`src/rtl/cgo_pkg.sv`:
```
// Purpose: constants and types for the channel gain/offset register bank
// Assumes: AHB-Lite slave, 32-bit data, printed offsets are register indices
// Notes: byte address is four times the register index
// Functional notes
// - each channel holds its own 8-bit offset code, reset to 0x80
// - writing the offset broadcast location loads all three offset codes
// - red gain low register bit 0 is the red gain code LSB, reset 0
// - green gain low register bit 0 is the green gain code LSB
// - blue gain low register bit 0 is the blue gain code LSB
// - writing the gain low broadcast location copies bit 0 to all three channels
// - gain high registers supply gain code bits 8:1, reset 0x0C
// - writing the gain high broadcast location loads all three gain high registers
package cgo_pkg;
   localparam logic [5:0] CGO_IDX_RED_OFS = 6'h20;
   localparam logic [5:0] CGO_IDX_GRN_OFS = 6'h21;
   localparam logic [5:0] CGO_IDX_BLU_OFS = 6'h22;
   localparam logic [5:0] CGO_IDX_ALL_OFS = 6'h23;
   localparam logic [5:0] CGO_IDX_RED_GLO = 6'h24;
   localparam logic [5:0] CGO_IDX_GRN_GLO = 6'h25;
   localparam logic [5:0] CGO_IDX_BLU_GLO = 6'h26;
   localparam logic [5:0] CGO_IDX_ALL_GLO = 6'h27;
   localparam logic [5:0] CGO_IDX_RED_GHI = 6'h28;
   localparam logic [5:0] CGO_IDX_GRN_GHI = 6'h29;
   localparam logic [5:0] CGO_IDX_BLU_GHI = 6'h2A;
   localparam logic [5:0] CGO_IDX_ALL_GHI = 6'h2B;
   localparam logic [7:0] CGO_OFS_RESET = 8'h80;
   localparam logic [7:0] CGO_GHI_RESET = 8'h0C;
   localparam logic CGO_GLO_RESET = 1'b0;
   localparam int CGO_GAIN_LSB_POS = 0;
   localparam int CGO_CH_RED = 0;
   localparam int CGO_CH_GRN = 1;
   localparam int CGO_CH_BLU = 2;
   localparam logic [1:0] CGO_HTRANS_NONSEQ = 2'b10;
   localparam logic [1:0] CGO_HTRANS_SEQ = 2'b11;

   typedef struct packed
   {
      logic [8:0] red;
      logic [8:0] green;
      logic [8:0] blue;
   } cgo_gain_s;

   typedef struct packed
   {
      logic [7:0] red;
      logic [7:0] green;
      logic [7:0] blue;
   } cgo_offset_s;
endpackage

```
`src/rtl/cgo_regs.sv`:
```
// Purpose: AHB-Lite register bank for per-channel offset and gain codes
// Assumes: single clock, zero wait states, response always OKAY
// Notes: broadcast locations are write-only and read as zero
//
// Implementation choice: register access over AHB-Lite.
`timescale 1ns/10ps
module cgo_regs
   import cgo_pkg::*;
(
   input wire logic ref_clk,
   input wire logic rst,
   input wire logic hsel,
   input wire logic [31:0] haddr,
   input wire logic [1:0] htrans,
   input wire logic hwrite,
   input wire logic [2:0] hsize,
   input wire logic [31:0] hwdata,
   input wire logic hready,
   output logic [31:0] hrdata,
   output logic hreadyout,
   output logic hresp,
   output cgo_offset_s offset_code,
   output cgo_gain_s gain_code
);
   logic [7:0] ofs_q [3];
   logic [7:0] ghi_q [3];
   logic glo_q [3];
   logic wr_pend_q;
   logic [5:0] wr_idx_q;
   logic [31:0] rdata_d;
   logic [5:0] ap_idx;
   logic ap_valid;

   // index of a word address; bits above the map decode as unmapped
   function automatic logic [5:0] word_idx(input logic [31:0] a);
      word_idx = (a[31:8] == 24'h00_0000) ? a[7:2] : 6'h00;
   endfunction

   function automatic logic [31:0] read_mux(input logic [5:0] idx);
      read_mux = 32'h0000_0000;
      case (idx)
         CGO_IDX_RED_OFS: read_mux = {24'h00_0000, ofs_q[CGO_CH_RED]};
         CGO_IDX_GRN_OFS: read_mux = {24'h00_0000, ofs_q[CGO_CH_GRN]};
         CGO_IDX_BLU_OFS: read_mux = {24'h00_0000, ofs_q[CGO_CH_BLU]};
         CGO_IDX_RED_GLO: read_mux = {31'h0000_0000, glo_q[CGO_CH_RED]};
         CGO_IDX_GRN_GLO: read_mux = {31'h0000_0000, glo_q[CGO_CH_GRN]};
         CGO_IDX_BLU_GLO: read_mux = {31'h0000_0000, glo_q[CGO_CH_BLU]};
         CGO_IDX_RED_GHI: read_mux = {24'h00_0000, ghi_q[CGO_CH_RED]};
         CGO_IDX_GRN_GHI: read_mux = {24'h00_0000, ghi_q[CGO_CH_GRN]};
         CGO_IDX_BLU_GHI: read_mux = {24'h00_0000, ghi_q[CGO_CH_BLU]};
         default: read_mux = 32'h0000_0000;
      endcase
   endfunction

   assign ap_valid = hsel && hready && (htrans == CGO_HTRANS_NONSEQ || htrans == CGO_HTRANS_SEQ);
   assign ap_idx = word_idx(haddr);

   // write data arrives a cycle after the address, so the index is held
   always_ff @(posedge ref_clk or posedge rst)
   begin
      if (rst)
      begin
         wr_pend_q <= 1'b0;
         wr_idx_q <= 6'h00;
      end
      else
      begin
         wr_pend_q <= ap_valid && hwrite;
         wr_idx_q <= ap_idx;
      end
   end

   // offset codes, direct and broadcast
   always_ff @(posedge ref_clk or posedge rst)
   begin
      if (rst)
      begin
         for (int i = 0; i < 3; i++)
         begin
            ofs_q[i] <= CGO_OFS_RESET;
         end
      end
      else if (wr_pend_q)
      begin
         for (int i = 0; i < 3; i++)
         begin
            if (wr_idx_q == CGO_IDX_ALL_OFS || wr_idx_q == CGO_IDX_RED_OFS + 6'(i))
            begin
               ofs_q[i] <= hwdata[7:0];
            end
         end
      end
   end

   // gain low bits; bits 7:1 are not stored
   always_ff @(posedge ref_clk or posedge rst)
   begin
      if (rst)
      begin
         for (int i = 0; i < 3; i++)
         begin
            glo_q[i] <= CGO_GLO_RESET;
         end
      end
      else if (wr_pend_q)
      begin
         for (int i = 0; i < 3; i++)
         begin
            if (wr_idx_q == CGO_IDX_ALL_GLO || wr_idx_q == CGO_IDX_RED_GLO + 6'(i))
            begin
               glo_q[i] <= hwdata[CGO_GAIN_LSB_POS];
            end
         end
      end
   end

   // gain high bytes
   always_ff @(posedge ref_clk or posedge rst)
   begin
      if (rst)
      begin
         for (int i = 0; i < 3; i++)
         begin
            ghi_q[i] <= CGO_GHI_RESET;
         end
      end
      else if (wr_pend_q)
      begin
         for (int i = 0; i < 3; i++)
         begin
            if (wr_idx_q == CGO_IDX_ALL_GHI || wr_idx_q == CGO_IDX_RED_GHI + 6'(i))
            begin
               ghi_q[i] <= hwdata[7:0];
            end
         end
      end
   end

   // codes are registered so analogue side sees clean flop outputs
   always_ff @(posedge ref_clk or posedge rst)
   begin
      if (rst)
      begin
         offset_code <= '{CGO_OFS_RESET, CGO_OFS_RESET, CGO_OFS_RESET};
         gain_code <= '{{CGO_GHI_RESET, CGO_GLO_RESET}, {CGO_GHI_RESET, CGO_GLO_RESET},
                        {CGO_GHI_RESET, CGO_GLO_RESET}};
      end
      else
      begin
         offset_code <= '{ofs_q[CGO_CH_RED], ofs_q[CGO_CH_GRN], ofs_q[CGO_CH_BLU]};
         gain_code.red <= {ghi_q[CGO_CH_RED], glo_q[CGO_CH_RED]};
         gain_code.green <= {ghi_q[CGO_CH_GRN], glo_q[CGO_CH_GRN]};
         gain_code.blue <= {ghi_q[CGO_CH_BLU], glo_q[CGO_CH_BLU]};
      end
   end

   // read data captured at the address phase, valid in the data phase
   always_comb
   begin
      rdata_d = hrdata;
      if (ap_valid && !hwrite)
      begin
         rdata_d = read_mux(ap_idx);
      end
   end

   always_ff @(posedge ref_clk or posedge rst)
   begin
      if (rst)
      begin
         hrdata <= 32'h0000_0000;
         hreadyout <= 1'b0;
         hresp <= 1'b0;
      end
      else
      begin
         hrdata <= rdata_d;
         hreadyout <= 1'b1;
         hresp <= 1'b0;
      end
   end

   // checks: reset values, seen on the first edge after release
   a_ofs_reset_val: assert property (@(posedge ref_clk)
      $fell(rst)
      |-> offset_code == {3{CGO_OFS_RESET}})
      else $error("offset codes not at midpoint after reset");

   a_msb_reset_val: assert property (@(posedge ref_clk)
      $fell(rst)
      |-> gain_code.red[8:1] == CGO_GHI_RESET && gain_code.green[8:1] == CGO_GHI_RESET &&
         gain_code.blue[8:1] == CGO_GHI_RESET)
      else $error("gain msb reset wrong");

   a_glo_reset_val: assert property (@(posedge ref_clk)
      $fell(rst)
      |-> {gain_code.red[0], gain_code.green[0], gain_code.blue[0]} == {3{CGO_GLO_RESET}})
      else $error("gain lsb reset wrong");

   // bus side: zero wait, okay response, read data stands
   a_rdy_in_reset: assert property (@(posedge ref_clk)
      rst
      |-> hreadyout == 1'b0)
      else $error("ready high during reset");

   a_rdy_after_rst: assert property (@(posedge ref_clk) disable iff (rst)
      !$past(rst)
      |-> hreadyout == 1'b1)
      else $error("ready low outside reset");

   a_resp_okay: assert property (@(posedge ref_clk)
      1'b1
      |-> hresp == 1'b0)
      else $error("response not okay");

   a_rd_hold_data: assert property (@(posedge ref_clk) disable iff (rst)
      !(ap_valid && !hwrite)
      |=> $stable(hrdata))
      else $error("read data moved without a read");

   a_rd_unmapped: assert property (@(posedge ref_clk) disable iff (rst)
      ap_valid && !hwrite && (ap_idx < CGO_IDX_RED_OFS || ap_idx > CGO_IDX_ALL_GHI)
      |=> hrdata == 32'h0000_0000)
      else $error("unmapped read not zero");

   a_rd_bcast_zero: assert property (@(posedge ref_clk) disable iff (rst)
      ap_valid && !hwrite && (ap_idx == CGO_IDX_ALL_OFS || ap_idx == CGO_IDX_ALL_GLO ||
         ap_idx == CGO_IDX_ALL_GHI)
      |=> hrdata == 32'h0000_0000)
      else $error("broadcast location read not zero");

   a_rd_ofs_upper: assert property (@(posedge ref_clk) disable iff (rst)
      ap_valid && !hwrite && ap_idx >= CGO_IDX_RED_OFS && ap_idx <= CGO_IDX_BLU_OFS
      |=> hrdata[31:8] == 24'h00_0000)
      else $error("offset read upper bits not zero");

   a_lsb_rsvd_zero: assert property (@(posedge ref_clk) disable iff (rst)
      ap_valid && !hwrite && ap_idx >= CGO_IDX_RED_GLO && ap_idx <= CGO_IDX_BLU_GLO
      |=> hrdata[31:1] == 31'h0000_0000)
      else $error("reserved gain bits not zero");

   // direct writes reach the outputs two edges after the data phase edge
   a_red_ofs_write: assert property (@(posedge ref_clk) disable iff (rst)
      wr_pend_q && wr_idx_q == CGO_IDX_RED_OFS
      |=> ##1 offset_code.red == $past(hwdata[7:0], 2))
      else $error("red offset write missed");

   a_grn_ofs_write: assert property (@(posedge ref_clk) disable iff (rst)
      wr_pend_q && wr_idx_q == CGO_IDX_GRN_OFS
      |=> ##1 offset_code.green == $past(hwdata[7:0], 2))
      else $error("green offset write missed");

   a_blu_ofs_write: assert property (@(posedge ref_clk) disable iff (rst)
      wr_pend_q && wr_idx_q == CGO_IDX_BLU_OFS
      |=> ##1 offset_code.blue == $past(hwdata[7:0], 2))
      else $error("blue offset write missed");

   a_red_lsb_path: assert property (@(posedge ref_clk) disable iff (rst)
      wr_pend_q && wr_idx_q == CGO_IDX_RED_GLO
      |=> ##1 gain_code.red[0] == $past(hwdata[0], 2))
      else $error("red gain lsb wrong");

   a_grn_lsb_path: assert property (@(posedge ref_clk) disable iff (rst)
      wr_pend_q && wr_idx_q == CGO_IDX_GRN_GLO
      |=> ##1 gain_code.green[0] == $past(hwdata[0], 2))
      else $error("green gain lsb wrong");

   a_blu_lsb_path: assert property (@(posedge ref_clk) disable iff (rst)
      wr_pend_q && wr_idx_q == CGO_IDX_BLU_GLO
      |=> ##1 gain_code.blue[0] == $past(hwdata[0], 2))
      else $error("blue gain lsb wrong");

   a_red_msb_write: assert property (@(posedge ref_clk) disable iff (rst)
      wr_pend_q && wr_idx_q == CGO_IDX_RED_GHI
      |=> ##1 gain_code.red[8:1] == $past(hwdata[7:0], 2))
      else $error("red gain msb write missed");

   a_grn_msb_write: assert property (@(posedge ref_clk) disable iff (rst)
      wr_pend_q && wr_idx_q == CGO_IDX_GRN_GHI
      |=> ##1 gain_code.green[8:1] == $past(hwdata[7:0], 2))
      else $error("green gain msb write missed");

   a_blu_msb_write: assert property (@(posedge ref_clk) disable iff (rst)
      wr_pend_q && wr_idx_q == CGO_IDX_BLU_GHI
      |=> ##1 gain_code.blue[8:1] == $past(hwdata[7:0], 2))
      else $error("blue gain msb write missed");

   // broadcast writes, at the outputs and in the registers
   a_ofs_bcast_all: assert property (@(posedge ref_clk) disable iff (rst)
      wr_pend_q && wr_idx_q == CGO_IDX_ALL_OFS
      |=> ##1 offset_code == {3{$past(hwdata[7:0], 2)}})
      else $error("offset broadcast missed");

   a_lsb_bcast_all: assert property (@(posedge ref_clk) disable iff (rst)
      wr_pend_q && wr_idx_q == CGO_IDX_ALL_GLO
      |=> ##1 {gain_code.red[0], gain_code.green[0], gain_code.blue[0]} == {3{$past(hwdata[0], 2)}})
      else $error("gain lsb broadcast missed");

   a_msb_bcast_all: assert property (@(posedge ref_clk) disable iff (rst)
      wr_pend_q && wr_idx_q == CGO_IDX_ALL_GHI
      |=> ##1 {gain_code.red[8:1], gain_code.green[8:1], gain_code.blue[8:1]} ==
         {3{$past(hwdata[7:0], 2)}})
      else $error("gain msb broadcast missed");

   a_ofs_reg_bcast: assert property (@(posedge ref_clk) disable iff (rst)
      wr_pend_q && wr_idx_q == CGO_IDX_ALL_OFS
      |=> ofs_q[0] == $past(hwdata[7:0]) && ofs_q[1] == $past(hwdata[7:0]) &&
         ofs_q[2] == $past(hwdata[7:0]))
      else $error("offset registers not all loaded");

   a_glo_reg_bcast: assert property (@(posedge ref_clk) disable iff (rst)
      wr_pend_q && wr_idx_q == CGO_IDX_ALL_GLO
      |=> glo_q[0] == $past(hwdata[0]) && glo_q[1] == $past(hwdata[0]) &&
         glo_q[2] == $past(hwdata[0]))
      else $error("gain lsb registers not all loaded");

   a_ghi_reg_bcast: assert property (@(posedge ref_clk) disable iff (rst)
      wr_pend_q && wr_idx_q == CGO_IDX_ALL_GHI
      |=> ghi_q[0] == $past(hwdata[7:0]) && ghi_q[1] == $past(hwdata[7:0]) &&
         ghi_q[2] == $past(hwdata[7:0]))
      else $error("gain msb registers not all loaded");

   // no write, no change; unmapped writes leave the offset and gain high registers unchanged
   a_ofs_hold_idle: assert property (@(posedge ref_clk) disable iff (rst)
      !wr_pend_q
      |=> $stable(ofs_q[0]) && $stable(ofs_q[1]) && $stable(ofs_q[2]))
      else $error("offset register moved without a write");

   a_glo_hold_idle: assert property (@(posedge ref_clk) disable iff (rst)
      !wr_pend_q
      |=> $stable(glo_q[0]) && $stable(glo_q[1]) && $stable(glo_q[2]))
      else $error("gain lsb moved without a write");

   a_ghi_hold_idle: assert property (@(posedge ref_clk) disable iff (rst)
      !wr_pend_q
      |=> $stable(ghi_q[0]) && $stable(ghi_q[1]) && $stable(ghi_q[2]))
      else $error("gain msb moved without a write");

   a_unmap_wr_none: assert property (@(posedge ref_clk) disable iff (rst)
      wr_pend_q && (wr_idx_q < CGO_IDX_RED_OFS || wr_idx_q > CGO_IDX_ALL_GHI)
      |=> $stable(ofs_q[0]) && $stable(ofs_q[1]) && $stable(ofs_q[2]) &&
         $stable(ghi_q[0]) && $stable(ghi_q[1]) && $stable(ghi_q[2]))
      else $error("unmapped write changed a register");

   // outputs follow the registers one edge late
   a_ofs_out_track: assert property (@(posedge ref_clk) disable iff (rst)
      !$past(rst)
      |-> offset_code.red == $past(ofs_q[0]) && offset_code.green == $past(ofs_q[1]) &&
         offset_code.blue == $past(ofs_q[2]))
      else $error("offset outputs do not follow registers");

   a_gain_out_track: assert property (@(posedge ref_clk) disable iff (rst)
      !$past(rst)
      |-> gain_code.red == {$past(ghi_q[0]), $past(glo_q[0])} &&
         gain_code.green == {$past(ghi_q[1]), $past(glo_q[1])} &&
         gain_code.blue == {$past(ghi_q[2]), $past(glo_q[2])})
      else $error("gain outputs do not follow registers");
endmodule

```
`config.mk`:
```
export PLATFORM = sky130hd
export DESIGN_NAME = cgo_regs
export DESIGN_NICKNAME = d
export VERILOG_FILES = /design/src/rtl/cgo_pkg.sv /design/src/rtl/cgo_regs.sv
export SDC_FILE = /design/constraint.sdc
export NUM_CORES = 1
export LEC_CHECK = 0
export ABC_AREA = 1
export BUFFER_PORTS_ARGS = -buffer_cell sky130_fd_sc_hd__buf_4
export CORE_AREA = 2 2 112 114
export DETAILED_ROUTE_END_ITERATION = 7
export DIE_AREA = 0 0 114 116
export GPL_TIMING_DRIVEN = 0
export MAX_ROUTING_LAYER = met4
export PLACE_DENSITY = 0.68
export SLEW_MARGIN = 10
export SYNTH_ARGS = -nofsm -noshare
export SYNTH_HDL_FRONTEND = slang
export SYNTH_SLANG_ARGS = --single-unit
```
`constraint.sdc`:
```
create_clock -name ref_clk -period 5.2 [get_ports ref_clk]
set_input_delay 0.26 -clock ref_clk [delete_from_list [all_inputs] [get_ports ref_clk]]
set_output_delay 0.26 -clock ref_clk [all_outputs]
set_load 0.01 [all_outputs]
```
==> flow_metrics.tcl, run 1 <==
set metrics [dict create \
    status "finished clean" \
    drv_cap 0 \
    worstSetupStartpointType "register" \
    gr-usage-met1_pct 23.0 \
    rsz0062_at_grt "no" \
    worstPathMaxFanout 10 \
    final.min_clock_period_ns 1.93 \
    drive_gt1_share_pct 31.8 \
    seq_area_um2 2980 \
    yosys.cell_types.count 28 \
    met3_usage_pct 5.33 \
    rrSetupSlack_ns 3.27 \
    antenna_found_initial 0 \
    clockBufferDepth 2 \
    drt_drc_violations_left 0 \
    synth_area_um2 4680 \
    required_ns 5.52 \
    cts_tree "done" \
    p_per_area_nw_per_um2 331 \
    final-hold-violation-count 0 \
    use_met2_pct 30.5 \
    cts_root_buf "clkbuf_16" \
    syn_avg_cell_area_um2 9.72 \
    r2r_cells 4 \
    power_mw 2.10 \
    cts_buffers 17 \
    hpwl_um 8630 \
    fin_util_pct 53.2 \
    fp.coreArea_um2 11900 \
    setup_viol_count_final 0 \
    r2r-start "wr_idx_q[3]$_DFF_PP0_" \
    endpoint "ofs_q[4]$_DFFE_PP0P_" \
    syn_to_final_growth_pct 35.4 \
    clk_pin_slew_ns 0.05 \
    start_util_pct 39.3 \
    clock_sinks 118 \
    worstMarginPinSlew_ns 0.751 \
    cp-end-kind "register" \
    peakVddDrop_mv 0.203 \
    clock_latency_ns 0.41 \
    leakagePower_nw 3.19 \
    pre_cts_ws_ns 3.01 \
    grt_pass1_wl_um 18400 \
    tns_ns 0 \
    track_usage_pct 19.2 \
    top_usage_layer "met2" \
    ys_warn_count 0 \
    synth_largest_area_cell "dfrtp_1" \
    fin_ws_ns 3.27 \
    fp.dieW_um 114 \
    grt_overflow 0 \
    num_vias 3696 \
    finClkSkew_ns 0.00802 \
    fillers 1054 \
    htreeDepth 4 \
    die_area_um2 13200 \
    vias_per_cell 4.68 \
    die_y_um 116 \
    post_cts.repair.setup_buffers 0 \
    io_buffers 103 \
    async_flop_share_pct 100 \
    r2r_end "ofs_q[4]$_DFFE_PP0P_" \
    wirelength_um 11400 \
    ys_ff_latch 118 \
    grt_pass1_vias 3678 \
    timing.fmax_ghz 0.518 \
    relSlewSlack_pct 49.6 \
    hp-class "primary input to register" \
    drt_iter0_drc 271 \
    nets 703 \
    routedWlPerCell_um 14.5 \
    synth_edf_count 0 \
    critPathKind "register to register" \
    synthCells 481 \
    ys_top_cells_by_area "dfrtp_1 (54%), nand2_1 (11%), dfstp_2 (10%), o21ai_0 (5.6%), buf_4 (4.5%)" \
    cp.arrival_ns 2.25 \
    drt-pass1-iter-count 4 \
    synth_top_area_share_pct 53.5 \
    synth-seq-area-share_pct 63.6 \
    postRouteAntennaNets 0 \
    finalCritPeriodShare_pct 37.1 \
    slew_violations 0 \
    pin_count 159 \
    grt_max_degree 71 \
    std_cell_rows 40 \
    place.gp.congestion 0.834 \
    diodes 0 \
    crit_path_start "wr_idx_q[3]$_DFF_PP0_" \
    yosys_most_used_dff "dfrtp_1" \
    multi_input_area_um2 1410 \
]
==> cell usage after synthesis, types with 3 or more instances <==
master,number
nor3_1,3
o21ai_0,52
nor2_2,9
nor2_1,31
clkbuf_1,7
inv_2,5
buf_4,28
dfstp_2,18
nand3_1,38
dfrtp_1,100
nand2_1,142
inv_1,29
==> worst min-delay path by stage <==
| stage | start | end | slack (ns) | depth (start not counted) |
|---|---|---|---|---|
| floorplan | ofs_q[15]$_DFFE_PP1P_ | offset_code[15]$_DFF_PP1_ | 0.36 | 0 |
| finish | hwrite | wr_pend_q$_DFF_PP0_ | 0.08 | 3 |
| detailed placement | rst | hreadyout$_DFF_PP0_ | 0.33 | 2 |
| global placement | ghi_q[11]$_DFFE_PP1P_ | gain_code[13]$_DFF_PP1_ | 0.37 | 0 |
| CTS | hwrite | wr_pend_q$_DFF_PP0_ | 0.06 | 3 |
| global route | hwrite | wr_pend_q$_DFF_PP0_ | 0.11 | 3 |
==> cells in the final DEF (no fill, tap or decap), drive strengths merged <==
cell | synthesis | layout
nand2 | 145 | 145
dfstp | 18 | 18
clkinvlp | 0 | 2
clkinv | 0 | 5
dfrtp | 100 | 100
nand4 | 1 | 1
a21oi | 3 | 3
xnor2 | 1 | 1
nor2 | 42 | 42
clkbuf | 7 | 31
dlygate4sd3 | 0 | 1
nor3 | 4 | 4
nand3 | 39 | 39
inv | 34 | 34
buf | 30 | 134
nor4 | 1 | 1
o21ai | 53 | 53
conb | 2 | 26
bufinv | 0 | 1
a31oi | 1 | 1
==> repair_timing <==
item / 4_1_cts / 5_1_grt
endpoints found under the setup margin: 0 / 0
hold endpoints to repair: 44 / 0
resized for setup: 0 / 0
hold buffers: 1 / 0
==> area by class of cell <==
| cell class | count | share of cell area [%] |
|---|---|---|
| clock buffer | 24 | 7.77 |
| timing repair buffer | 105 | 12.8 |
| sequential | 118 | 47.0 |
| multi-input combinational | 316 | 22.3 |
| tap | 147 | 2.91 |
| buffer | 37 | 3.99 |
| inverter | 34 | 2.09 |
| clock inverter | 8 | 1.17 |
==> critical path: stages (launching register included) <==
cell and delay, ns:
dfrtp_1 0.39, nor4_1 0.56, nand2_1 0.35, clkbuf_1 0.30, o21ai_0 0.23
==> per-stage QoR <==
| stage | area (µm²) | hold WS [ns] | instances |
|---|---|---|---|
| after CTS | 6330 | 0.0647 | 789 |
| after global routing | 6330 | 0.109 | 789 |
| after detailed placement | 5760 | 0.325 | 756 |
| after floorplan | 4770 | 0.361 | 505 |
| after global placement | 5720 | 0.372 | 755 |
| final | 6330 | 0.0835 | 789 |
==> sequential cells by signal (all words and copies together), names as in the netlist <==
| register | count |
|---|---|
| ofs_q | 24 |
| offset_code | 24 |
| wr_idx_q | 6 |
| ghi_q | 24 |
| gain_code | 27 |
| wr_pend_q | 1 |
| glo_q | 3 |
| hreadyout | 1 |
| hrdata | 8 |
==> power by group <==
group / total [mW] / switching (mW) / internal [mW]
clock network: 1.09 / 0.387 / 0.703
registers: 0.921 / 0.000261 / 0.921
logic: 0.0848 / 0.0466 / 0.0382
==> kinds of logic (layout without fill, tap and decap cells) <==
logic type	Yosys count	count (layout)	synth area share [%]
compound gates	57	57	6.37
xor+xnor	1	1	0.187
buf+inv	71	208	8.13
flops	118	118	63.6
other cells	2	26	0.161
simple gates	232	232	21.5
==> routing by layer <==
layer | up-vias | wire (µm)
li1 | 1767 | -
met1 | 1760 | 4870
met2 | 143 | 5490
met3 | 26 | 751
met4 | 0 | 298
met5 | - | 0
Note: power is estimated with default switching activity, not from simulation.
==> run 2: changes to the inputs <==
==> constraint.sdc (replaced) <==
create_clock -name ref_clk -period 2 [get_ports ref_clk]
set_input_delay 0.1 -clock ref_clk [delete_from_list [all_inputs] [get_ports ref_clk]]
set_output_delay 0.1 -clock ref_clk [all_outputs]
set_load 0.01 [all_outputs]
==> flow_metrics.tcl, run 2 (synthesis gave the netlist of run 1 again) <==
set metrics [dict create \
    pin_count 159 \
    track_usage_pct 19.3 \
    cts_root_buf "clkbuf_16" \
    place_inst 758 \
    nets 713 \
    cp.arrival_ns 2.04 \
    pwr-share-comb_pct 4.1 \
    drt_iter0_drc 292 \
    finClkSkew_ns 0.00856 \
    worstPathMaxFanout 10 \
    final.min_clock_period_ns 1.77 \
    grt_pass1_wl_um 18400 \
    grt_pass1_vias 3652 \
    worstSetupStartpointType "register" \
    num_vias 3693 \
    die_area_um2 13200 \
    leakagePower_nw 3.26 \
    postRouteAntennaNets 0 \
    clk_pin_slew_ns 0.05 \
    htreeDepth 4 \
    finalInstanceArea_um2 6510 \
    grt_overflow 0 \
    io_buffers 103 \
    r2r-start "wr_idx_q[3]$_DFF_PP0_" \
    switching_share_pct 20.8 \
    drive_gt1_share_pct 32.4 \
    fp.coreArea_um2 11900 \
    min_from "hwdata[1]" \
    cts_buffers 17 \
    clock_latency_ns 0.41 \
    internal_power_mw 4.60 \
    r2r_end "ofs_q[1]$_DFFE_PP0P_" \
    diodes 0 \
    clockBufferDepth 2 \
    grt_max_degree 43 \
    largest_reg_flops 27 \
    seq_power_share_pct 41.3 \
    slew_violations 0 \
    holdPathStages 3 \
    die_y_um 116 \
    clockPowerShare_pct 54.6 \
    r2r_cells 5 \
    status "finished clean" \
    cp-end-kind "register" \
    top_register "gain_code" \
    critPathKind "register to register" \
    hpwl_um 8590 \
    drv_cap 0 \
    fillers 1075 \
    wirelength_um 11400 \
    power_mw 5.80 \
    antenna_found_initial 0 \
    post_cts.repair.setup_buffers 0 \
    vias_per_cell 4.62 \
    worstHoldEndpoint "ofs_q[17]$_DFFE_PP0P_" \
    std_cell_rows 40 \
    drt-pass1-iter-count 4 \
    mostFrequentLayoutCells "nand2_1 (142), buf_4 (131), dfrtp_1 (100)" \
    fin_hold_ws_ns 0.0635 \
    fp.dieW_um 114 \
    final-hold-violation-count 0 \
    fin_util_pct 54.7 \
    p_per_area_nw_per_um2 891 \
    timing.fmax_ghz 0.566 \
    clock_sinks 118 \
    p_switching_mw 1.21 \
    drt_drc_violations_left 0 \
    place.gp.congestion 0.832 \
    peakVddDrop_mv 0.477 \
    syn_to_final_growth_pct 39.3 \
    rrSetupSlack_ns 0.23 \
    rsz0062_at_grt "no" \
    setup_viol_count_final 0 \
    place_area_um2 5790 \
    fin_cells 799 \
    final_common_cell "nand2_1" \
    required_ns 2.27 \
    start_util_pct 39.3 \
    finalCritPeriodShare_pct 88.3 \
    cts_tree "done" \
    hp-class "primary input to register" \
    routedWlPerCell_um 14.3 \
]
run 2: final cells by class:
class	count	area, µm²	area share, %
Timing Repair Buffer	115	923	14.2
Multi-Input combinational cell	316	1420	21.8
Clock inverter	15	201	3.09
Inverter	34	131	2.02
Tap cell	147	184	2.82
Clock buffer	17	425	6.53
Sequential cell	118	2980	45.7
Buffer	37	253	3.88
run 2: critical path, stage by stage, from the launching register on:
cell and delay, ns:
dfrtp_1 0.40, nor4_2 0.44, nand2_1 0.31, clkbuf_1 0.29, nand2_1 0.10, o21ai_0 0.08
run 2: per-stage QoR:
stage | TNS [ns] | worst slack, ns
after floorplan | 0 | 0.473
after global placement | -13.95 | -0.144
after detailed placement | -0.140 | -0.0757
after CTS | 0 | 0.0531
after global routing | 0 | 0.0875
final | 0 | 0.233
run 2: worst max path at each step:
stage	start	to	slack, ns	depth (start not counted)
after floorplan	rst	gain_code[0]$_DFF_PP0_	0.47	1
after global placement	rst	wr_pend_q$_DFF_PP0_	-0.14	2
after detailed placement	haddr[11]	hrdata[2]$_DFFE_PP0P_	-0.08	14
after CTS	haddr[4]	hrdata[7]$_DFFE_PP0P_	0.05	10
after global routing	wr_idx_q[4]$_DFF_PP0_	ofs_q[10]$_DFFE_PP0P_	0.09	6
final	wr_idx_q[3]$_DFF_PP0_	ofs_q[1]$_DFFE_PP0P_	0.23	5
run 2: power by group through the flow:
stage | clock network, mW | logic (mW) | registers (mW)
floorplan | 0 | 0.117 | 2.43
global placement | 0 | 0.209 | 2.43
detailed placement | 0 | 0.227 | 2.43
CTS | 3.22 | 0.240 | 2.39
global route | 3.34 | 0.269 | 2.39
finish | 3.17 | 0.240 | 2.39
run 2: layer usage:
layer / share of wire [%] / GRT usage, % / vias to the layer above / wire (µm)
met5: 0 / - / - / 0
met4: 2.1 / 7.97 / 0 / 239
met3: 6.9 / 5.96 / 16 / 793
met2: 49 / 30.8 / 159 / 5640
met1: 42 / 22.7 / 1717 / 4760
li1: - / - / 1801 / -
run 2: timing repair:
action	in CTS	in global routing
setup endpoints to repair	0	31
endpoints found under the hold margin	80	0
resized for setup	0	2
hold buffers	9	0
==> run 3: changes to the inputs <==
--- a/config.mk
+++ b/config.mk
@@ -13,6 +13,7 @@
 export GPL_TIMING_DRIVEN = 0
 export MAX_ROUTING_LAYER = met4
 export PLACE_DENSITY = 0.68
+export RECOVER_POWER = 25
 export SLEW_MARGIN = 10
 export SYNTH_ARGS = -nofsm -noshare
 export SYNTH_HDL_FRONTEND = slang
==> flow_metrics.tcl, run 3 (synthesis gave the netlist of run 1 again) <==
set metrics [dict create \
    final-hold-violation-count 0 \
    top_register "gain_code" \
    required_ns 2.35 \
    std_cell_rows 40 \
    relSlewSlack_pct 35.3 \
    worstPathMaxFanout 10 \
    peakVddDrop_mv 0.475 \
    wirelength_um 11400 \
    drt_drc_violations_left 0 \
    post_cts.repair.setup_buffers 0 \
    clockBufferDepth 2 \
    clockPowerShare_pct 54.7 \
    leakagePower_nw 3.24 \
    drive_gt1_share_pct 30.2 \
    setup_viol_count_final 0 \
    fin_util_pct 54.3 \
    cts_root_buf "clkbuf_16" \
    largest_reg_flops 27 \
    path_buf_inv 4 \
    path_common_cell "nand2_1" \
    grt_pass1_wl_um 18400 \
    pre_cts_ws_ns -0.0757 \
    pwr-share-comb_pct 4.0 \
    slew_violations 0 \
    drv_cap 0 \
    internal_power_mw 4.59 \
    start_util_pct 39.3 \
    nets 713 \
    grt_pass1_vias 3652 \
    track_usage_pct 19.3 \
    grt_max_degree 43 \
    final_common_cell "nand2_1" \
    pin_count 159 \
    cp-end-kind "register" \
    power_mw 5.79 \
    worstSetupStartpointType "primary input" \
    hp-class "primary input to register" \
    hpwl_um 8590 \
    fp.dieW_um 114 \
    cts_tree "done" \
    rsz0062_at_grt "no" \
    cp.arrival_ns 2.12 \
    place.gp.congestion 0.832 \
    p_per_area_nw_per_um2 896 \
    finalCritPeriodShare_pct 88.6 \
    path_cells "dlygate4sd3_1 > buf_4 > o21ai_2 > clkbuf_1 > nand3_1 > nand2_1 > inv_2 > nand2_1 > nand2_1 > nand2_1" \
    timing.fmax_ghz 0.565 \
    critPathKind "primary input to register" \
    finClkSkew_ns 0.00966 \
    antenna_found_initial 0 \
    drt-pass1-iter-count 4 \
    worstMarginPinSlew_ns 0.971 \
    diodes 0 \
    die_y_um 116 \
    grt_overflow 0 \
    clock_sinks 118 \
    status "finished clean" \
    drt_iter0_drc 301 \
    die_area_um2 13200 \
    postRouteAntennaNets 0 \
    io_buffers 103 \
    clk_pin_slew_ns 0.05 \
    fin_ws_ns 0.229 \
    cts_buffers 17 \
    p_switching_mw 1.20 \
    mostFrequentLayoutCells "nand2_1 (142), buf_4 (129), dfrtp_1 (100)" \
    fp.coreArea_um2 11900 \
    vias_per_cell 4.59 \
    cpPeakStageDelay_ns 0.54 \
    num_vias 3668 \
    routedWlPerCell_um 14.3 \
    switching_share_pct 20.8 \
    htreeDepth 4 \
    final.min_clock_period_ns 1.77 \
    seq_power_share_pct 41.3 \
    crit_family "buffers and inverters" \
    crit_path_top_delay_cell "dlygate4sd3_1" \
    syn_to_final_growth_pct 38.2 \
    clock_latency_ns 0.41 \
]
==> run 3: cell count changes in the layout (fill, tap and decap cells not counted), sizes merged <==
cell | before | now
clkbuf | 24 | 28
buf | 136 | 132
==> run 3: layout make-up <==
type	count	area, µm²
inverter	34	129
tap	147	184
clock inverter	15	201
fill	1086	5450
sequential	118	2980
multi-input combinational	316	1410
buffer	37	253
timing repair buffer	115	890
clock buffer	17	425
==> run 3: layer usage <==
metal,vias to the layer above,track usage (%),wire (µm)
met4,0,7.97,137
li1,1791,-,-
met3,10,5.96,773
met1,1724,22.7,4790
met5,-,-,0
met2,143,30.8,5710
==> run 3: worst min-delay path, stage by stage <==
cell and delay (ns):
buf_4 0.08, inv_1 0.09, o21ai_0 0.17
==> run 3: final timing paths <==
kind / start / endpoint / slack [ns] / cells after the start
max: haddr[4] / hrdata[7]$_DFFE_PP0P_ / 0.23 / 10
min reg2reg: ghi_q[13]$_DFFE_PP0P_ / gain_code[15]$_DFF_PP0_ / 0.40 / 0
min: hwdata[1] / ofs_q[17]$_DFFE_PP0P_ / 0.06 / 3
max reg2reg: wr_idx_q[4]$_DFF_PP0_ / ghi_q[13]$_DFFE_PP0P_ / 0.24 / 7
max in group asynchronous: rst / gain_code[22]$_DFF_PP1_ / 0.40 / 5
min in group asynchronous: rst / offset_code[4]$_DFF_PP0_ / 0.23 / 3
==> run 3: through the flow <==
| step | hold WS (ns) | area [µm²] | setup TNS [ns] | std cells |
|---|---|---|---|---|
| 2_1_floorplan | 0.206 | 4770 | 0 | 505 |
| 4_1_cts | 0.0530 | 6500 | 0 | 799 |
| 6_report | 0.0633 | 6460 | 0 | 799 |
| 3_3_place_gp | 0.341 | 5730 | -13.95 | 755 |
| 5_1_grt | 0.0681 | 6460 | 0 | 799 |
| 3_5_place_dp | 0.0656 | 5790 | -0.140 | 758 |
==> run 3: repair_timing <==
item | CTS | global route
hold buffers | 9 | 0
hold endpoints to repair | 80 | 0
gates resized for setup | 0 | 2
setup endpoints to repair | 0 | 31
==> run 3: power groups by stage <==
stage               combinational (mW)  clock, mW  sequential, mW
global route                     0.258       3.34            2.39
CTS                              0.240       3.22            2.39
detailed placement               0.227          0            2.43
finish                           0.229       3.17            2.39
global placement                 0.209          0            2.43
floorplan                        0.117          0            2.43
